<file path="config.mk">
export PLATFORM = sky130hd
export DESIGN_NAME = codec_control_command_regs
export DESIGN_NICKNAME = d
export VERILOG_FILES = /design/src/inc/codec_cmd_pkg.sv /design/src/rtl/codec_control_command_regs.sv
export SDC_FILE = /design/constraint.sdc
export NUM_CORES = 1
export LEC_CHECK = 0
export ABC_AREA = 1
export BUFFER_PORTS_ARGS = -buffer_cell sky130_fd_sc_hd__buf_2
export CORE_ASPECT_RATIO = 0.75
export CORE_MARGIN = 1.5
export CORE_UTILIZATION = 56
export DETAILED_ROUTE_END_ITERATION = 7
export PLACE_DENSITY = 0.79
export SYNTH_ARGS = -nofsm -noshare
export SYNTH_HDL_FRONTEND = slang
export SYNTH_SLANG_ARGS = --single-unit
</file>
<file path="constraint.sdc">
create_clock -name mclk -period 3.1 [get_ports mclk]
set_clock_uncertainty 0.2 [all_clocks]
set_input_delay 0.62 -clock mclk [delete_from_list [all_inputs] [get_ports mclk]]
set_output_delay 0.62 -clock mclk [all_outputs]
set_load 0.01 [all_outputs]
</file>
<file path="src/inc/codec_cmd_pkg.sv">
/*
 * constants, command codes, field positions and carrier types of the
 * codec command register bank.
 * assumes a byte-level command stream from the serial interface logic.
 */
package codec_cmd_pkg;

	// ---------------------------------------------------------------
	// command codes (bit 0 selects read)
	// ---------------------------------------------------------------
	localparam logic [7:0] cmd_mask_wr = 8'h6c;
	localparam logic [7:0] cmd_mask_rd = 8'h6d;
	localparam logic [7:0] cmd_opcond_wr = 8'h70;
	localparam logic [7:0] cmd_opcond_rd = 8'h71;
	localparam logic [7:0] cmd_revision_rd = 8'h73;
	localparam logic [7:0] cmd_gain_wr = 8'h80;
	localparam logic [7:0] cmd_gain_rd = 8'h81;
	localparam int rw_bit = 0;

	// ---------------------------------------------------------------
	// reset values
	// ---------------------------------------------------------------
	localparam logic [7:0] mask_reset = 8'hff;
	localparam logic [7:0] opcond_reset = 8'h00;
	localparam logic [15:0] gain_default = 16'ha9f0;
	// arbitrary revision value
	localparam logic [7:0] revision_value = 8'h01;

	// ---------------------------------------------------------------
	// operating conditions field positions
	// ---------------------------------------------------------------
	localparam int oc_tx_cutoff = 7;
	localparam int oc_rx_cutoff = 6;
	localparam int oc_hp_bypass = 5;
	localparam int oc_rx_loss = 4;
	localparam int oc_tx_arm = 3;
	localparam int oc_slot_lb = 2;
	localparam int oc_full_lb = 1;
	localparam int oc_tone = 0;

	// ---------------------------------------------------------------
	// carrier types
	// ---------------------------------------------------------------
	typedef struct packed {
		logic tx_path_cutoff;
		logic rx_path_cutoff;
		logic highpass_bypass;
		logic rx_extra_loss;
		logic tx_interrupt_arm;
		logic slot_loopback_enable;
		logic full_digital_loopback;
		logic rx_test_tone;
	} opcond_t;

	typedef struct packed {
		logic sign;
		logic [2:0] shift;
	} gain_term_t;

	// byte 1: fourth, third pair; byte 2: second, first pair
	typedef struct packed {
		gain_term_t fourth;
		gain_term_t third;
		gain_term_t second;
		gain_term_t first;
	} gain_coef_t;

	typedef enum logic [2:0] {
		st_command = 3'b001,
		st_data1 = 3'b010,
		st_data2 = 3'b100
	} cmd_state_t;

endpackage : codec_cmd_pkg

</file>
<file path="src/rtl/codec_control_command_regs.sv">
/*
 * command register bank: detect interrupt mask, operating conditions,
 * revision code and programmable transmit gain coefficient.
 * assumes the serial interface delivers whole bytes on mclk as one-cycle
 * strobes, the byte strobed together with frame_start being the command byte, and
 * that the open-drain interrupt wire is resolved outside from int_oe.
 */
// Summary of operation
// - mask written by 6C, read by 6D, one data byte follows.
// - mask bit 7 is channel 4 input B down to bit 0 channel 1 A.
// - masked detect changes never pull interrupt low; unmasked ones do.
// - reset loads mask with all ones.
// - mask access ignores the per-channel enable selection.
// - operating conditions written by 70, read by 71, one data byte.
// - highpass bypass one removes transmit highpass, zero keeps it.
// - receive loss one inserts 6 dB receive attenuation.
// - transmit interrupt arm enables transmit interrupt, reset zero.
// - command 73 returns fixed 8-bit revision, read only.
// - gain coefficient by 80/81, two bytes, fourth/third then second/first.
// - gain is one plus nested sign-shift product through fourth pair.
// - fixed default coefficient kept apart; select input picks programmed.
`timescale 1ns/1ps
module codec_control_command_regs
	import codec_cmd_pkg::*;
(
	// clock and reset
	input wire logic mclk,
	input wire logic rst,
	// command byte stream
	input wire logic frame_start,
	input wire logic byte_strobe,
	input wire logic [7:0] byte_in,
	output logic [7:0] read_byte,
	output logic read_valid,
	// detect inputs and interrupt
	input wire logic [7:0] detect_input_bit,
	input wire logic int_clear,
	input wire logic tx_event,
	output logic int_o,
	output logic int_oe,
	// configuration to the datapath
	input wire logic tx_gain_programmed_select,
	output opcond_t opcond,
	output gain_coef_t tx_gain_coef
);

	// ---------------------------------------------------------------
	// registers
	// ---------------------------------------------------------------
	logic [7:0] detect_interrupt_mask;
	logic [7:0] operating_conditions;
	logic [15:0] transmit_gain_coefficient;
	cmd_state_t state;
	logic [7:0] command;

	// ---------------------------------------------------------------
	// command decode
	// ---------------------------------------------------------------
	function automatic logic is_known(input logic [7:0] c);
		is_known = (c == cmd_mask_wr) || (c == cmd_mask_rd) ||
			(c == cmd_opcond_wr) || (c == cmd_opcond_rd) ||
			(c == cmd_revision_rd) || (c == cmd_gain_wr) ||
			(c == cmd_gain_rd);
	endfunction : is_known

	wire cmd_take = byte_strobe && (frame_start || state == st_command);
	wire data_take = byte_strobe && !frame_start && state != st_command;
	wire is_write = !command[rw_bit];
	wire hit_mask = command[7:1] == cmd_mask_wr[7:1];
	wire hit_opcond = command[7:1] == cmd_opcond_wr[7:1];
	wire hit_gain = command[7:1] == cmd_gain_wr[7:1];
	wire wr_mask = data_take && is_write && hit_mask;
	wire wr_opcond = data_take && is_write && hit_opcond;
	// byte 1 high, byte 2 low
	wire wr_gain_hi = data_take && is_write && hit_gain &&
		state == st_data1;
	wire wr_gain_lo = data_take && is_write && hit_gain &&
		state == st_data2;

	// ---------------------------------------------------------------
	// command sequencer
	// ---------------------------------------------------------------
	cmd_state_t next_state;
	always_comb
	begin
		next_state = state;
		if (cmd_take)
			next_state = is_known(byte_in) ? st_data1 : st_command;
		else if (data_take)
		begin
			unique case (state)
				st_data1: next_state = hit_gain ? st_data2 : st_command;
				st_data2: next_state = st_command;
				default: next_state = st_command;
			endcase
		end
	end

	always_ff @(posedge mclk or posedge rst)
	begin
		if (rst)
		begin
			state <= st_command;
			command <= 8'h00;
		end
		else
		begin
			state <= next_state;
			if (cmd_take)
				command <= byte_in;
		end
	end

	// ---------------------------------------------------------------
	// register writes
	// ---------------------------------------------------------------
	always_ff @(posedge mclk or posedge rst)
	begin
		if (rst)
		begin
			detect_interrupt_mask <= mask_reset;
			operating_conditions <= opcond_reset;
			transmit_gain_coefficient <= gain_default;
		end
		else
		begin
			if (wr_mask)
				detect_interrupt_mask <= byte_in;
			if (wr_opcond)
				operating_conditions <= byte_in;
			if (wr_gain_hi)
				transmit_gain_coefficient[15:8] <= byte_in;
			if (wr_gain_lo)
				transmit_gain_coefficient[7:0] <= byte_in;
		end
	end

	// ---------------------------------------------------------------
	// read data
	// ---------------------------------------------------------------
	// revision read only, no write form
	wire [7:0] rd_first =
		(byte_in == cmd_mask_rd) ? detect_interrupt_mask :
		(byte_in == cmd_opcond_rd) ? operating_conditions :
		(byte_in == cmd_revision_rd) ? revision_value :
		(byte_in == cmd_gain_rd) ? transmit_gain_coefficient[15:8] :
		8'h00;
	wire rd_cmd = cmd_take && is_known(byte_in) && byte_in[rw_bit];
	wire rd_second = data_take && state == st_data1 &&
		command == cmd_gain_rd;

	always_ff @(posedge mclk or posedge rst)
	begin
		if (rst)
		begin
			read_byte <= 8'h00;
			read_valid <= 1'b0;
		end
		else
		begin
			read_valid <= rd_cmd || rd_second;
			if (rd_cmd)
				read_byte <= rd_first;
			else if (rd_second)
				read_byte <= transmit_gain_coefficient[7:0];
		end
	end

	// ---------------------------------------------------------------
	// detect change interrupt
	// ---------------------------------------------------------------
	logic [7:0] det_meta;
	logic [7:0] det_sync;
	logic [7:0] det_last;
	logic pending;
	logic tx_pending;

	// bit i of mask gates bit i of detect
	wire [7:0] det_change = det_sync ^ det_last;
	wire det_event = |(det_change & ~detect_interrupt_mask);
	wire tx_hit = tx_event && operating_conditions[oc_tx_arm];

	always_ff @(posedge mclk or posedge rst)
	begin
		if (rst)
		begin
			det_meta <= 8'h00;
			det_sync <= 8'h00;
			det_last <= 8'h00;
			pending <= 1'b0;
			tx_pending <= 1'b0;
		end
		else
		begin
			det_meta <= detect_input_bit;
			det_sync <= det_meta;
			det_last <= det_sync;
			// set wins over clear
			pending <= det_event || (pending && !int_clear);
			tx_pending <= tx_hit || (tx_pending && !int_clear);
		end
	end

	assign int_o = 1'b0;
	assign int_oe = pending || tx_pending;

	// ---------------------------------------------------------------
	// configuration outputs
	// ---------------------------------------------------------------
	// highpass bypass to datapath
	// 6 dB receive loss to datapath
	assign opcond = opcond_t'(operating_conditions);
	// sign/shift pairs for the nested gain product
	// default held apart, select picks programmed
	assign tx_gain_coef = tx_gain_programmed_select ?
		gain_coef_t'(transmit_gain_coefficient) : gain_coef_t'(gain_default);

endmodule : codec_control_command_regs

</file>
==> impl_metrics.ini <==
[cells_and_area]
nFillCells = 493
drive_gt1_share_pct = 26.5
final_cell_mix = 114 x nand2_1, 61 x dfrtp_1, 56 x buf_2
area_growth_pct = 16.0
fin_util_pct = 68.2
final_common_cell = nand2_1
antenna_cells = 0
nets = 483

[logic_synthesis]
synth_area_um2 = 3480
yosys_warnings = 0
synthTopCellsByArea = dfrtp_1 44%, dfstp_2 13%, nand2_1 12%
ys_seq_area_share_pct = 56.7
yosysTopAreaCellShare_pct = 43.9
ys_types = 30
syn-instance-count = 402
ys_ff_latch = 78
synth_area_leader_cell = dfrtp_1
synth.avg_cell_area_um2 = 8.65
syn-num-nets = 425

[power]
leakage_nw = 2.04
ir_worst_vdd_mv = 0.419
power_density_nw_per_um2 = 530

[worst_hold_path]
hold_class = flop to flop

[grt]
grt_usage_pct = 27.7
grt_pass1_wl_um = 13700
grt_pass1_vias = 2729
grt_overflow = 0
antenna_found_initial = 0
grt_max_degree = 44

[route]
dr.pass1.iters = 4
final_antenna_net_count = 0
via_per_inst = 5.36
first_iter_violations = 202
via_count = 2909
post_drt_wl_per_cell_um = 15.3
routed_wl_um = 8330
drc = 0

[clocking]
clock_path_buffers = 2
ctsHoldBuffers = 0
clkLatencyLatePin_ns = 0.35
clock-sinks = 78
postCtsSetupBuffers = 0
htree_levels = 3
clk_pin_slew_ns = 0.08
cts_tree = built
cts_buffers = 9
root_buffer = clkbuf_8
cts_resized = 0

[sta]
hold_viol = 0
fin_crit_sh_pct = 64.2
max_slew_margin_pct = 49.0
worst_pin_slew_ns = 0.764
timing.fmax_ghz = 0.502
setup_viol = 0
slew_violations = 0
fin_tns_setup_ns = 0
rsz0062_at_grt = no
min_period_ns = 1.99

[critical_path]
crit_type = flop to output port
path_max_fanout = 2
worst_path_max_delay_cell = dfstp_2
required_ns = 2.28
critPathLaunchType = flop
max_stage_delay_ns = 0.54
cp.arrival_ns = 1.17
endpoint_kind = output port
worstPathCellList = inv_1 > nand2_1 > buf_2

[floorplan]
core_um2 = 5920
initial_utilization_pct = 58.8
fp.dieArea_um2 = 6700
die_width_um = 94.0
die_y_um = 71.3
io_pins = 58
rows = 24

[placement]
dpl.hpwl_um = 6140
portBuffers = 56
gp_congestion = 0.920

[outcome]
outcome = finished, final reports clean

[flow_run]
maxCapViolations = 0
worst max-delay path: cells and delay by family (launching register included):
family / cells / cell delay [ns]
DFF: 1 / 0.54
buffers and inverters: 2 / 0.20
and+or+nand+nor: 1 / 0.07
flip-flops by register name (all words and copies together), names as in the netlist, 8 cells and up:
| name | flops |
|---|---|
| command | 8 |
| opcond | 8 |
| transmit_gain_coefficient | 16 |
| det_last | 8 |
| det_meta | 8 |
| det_sync | 8 |
| read_byte | 8 |
| detect_interrupt_mask | 8 |
final cells by class:
| cell class | count | area [µm²] | area share (%) |
|---|---|---|---|
| clock buffers | 10 | 128 | 3.16 |
| inverters | 47 | 176 | 4.37 |
| flip-flops and latches | 78 | 1970 | 48.9 |
| clock inverters | 6 | 87.6 | 2.17 |
| well taps | 78 | 97.6 | 2.42 |
| repair buffers | 57 | 300 | 7.44 |
| multi-input cells | 267 | 1270 | 31.6 |
cells in the mapped netlist:
cell,number
xnor2_1,3
nor4_4,1
nand3_2,3
nor3_2,1
a21oi_1,6
nor3_1,2
nand2_2,11
o211ai_1,1
nor2_4,3
inv_1,39
buf_6,1
clkbuf_1,3
nand2_4,3
inv_2,8
o22ai_1,1
dfrtp_1,61
buf_2,5
nor2_1,27
nand2_1,114
buf_4,1
or2_2,1
conb_1,1
dfstp_2,17
o21a_1,1
nor2_2,2
a221oi_1,1
nand3_1,35
o21ai_0,32
o21ai_1,16
nand4_1,2
kinds of logic (layout without fill, tap and decap cells):
family,after synthesis,after routing,synth area share (%)
AO/OA/AOI/OAI,58,58,8.63
other,1,1,0.108
XOR/XNOR,3,3,0.756
buffers and inverters,57,120,6.65
AND/OR/NAND/NOR,205,205,27.1
flip-flops,78,78,56.7
routing by layer:
metal | up-vias | track usage, % | share of wire [%]
met3 | 12 | 7.75 | 8.4
met2 | 134 | 39.5 | 44
met5 | - | 0 | 0
met1 | 1375 | 41.8 | 46
li1 | 1388 | - | -
met4 | 0 | 8.13 | 1.3
power by group:
part / leakage [nW] / total (mW) / switching, mW / internal (mW)
sequential: 0.945 / 1.12 / 0.0429 / 1.08
clock: 0.110 / 0.817 / 0.363 / 0.453
combinational: 0.989 / 0.202 / 0.130 / 0.0716
final timing paths:
check	slack (ns)	cells after the start	to	startpoint
worst min register to register	0.15	0	det_sync[1]	det_meta[1]
worst min-delay path	0.15	0	det_sync[1]	det_meta[1]
worst max register to register	1.14	9	read_byte[0]	state[0]
min in group asynchronous	0.20	2	det_meta[5]	rst
max in group asynchronous	1.77	3	detect_interrupt_mask[2]	rst
worst max-delay path	1.11	3	tx_gain_coef[11]	transmit_gain_coefficient[11]
through the flow:
stage / cells / hold slack [ns] / worst slack [ns] / cell area [µm²] / power [mW]
final: 543 / 0.151 / 1.11 / 4040 / 2.14
after global routing: 543 / 0.145 / 1.00 / 4040 / 2.23
after floorplan: 402 / 0.131 / 0.313 / 3480 / 1.26
after CTS: 543 / 0.153 / 1.11 / 4040 / 2.16
after global placement: 527 / 0.133 / 0.891 / 3820 / 1.33
after detailed placement: 527 / 0.135 / 0.858 / 3820 / 1.34
Note: power is estimated with default switching activity, not from simulation.
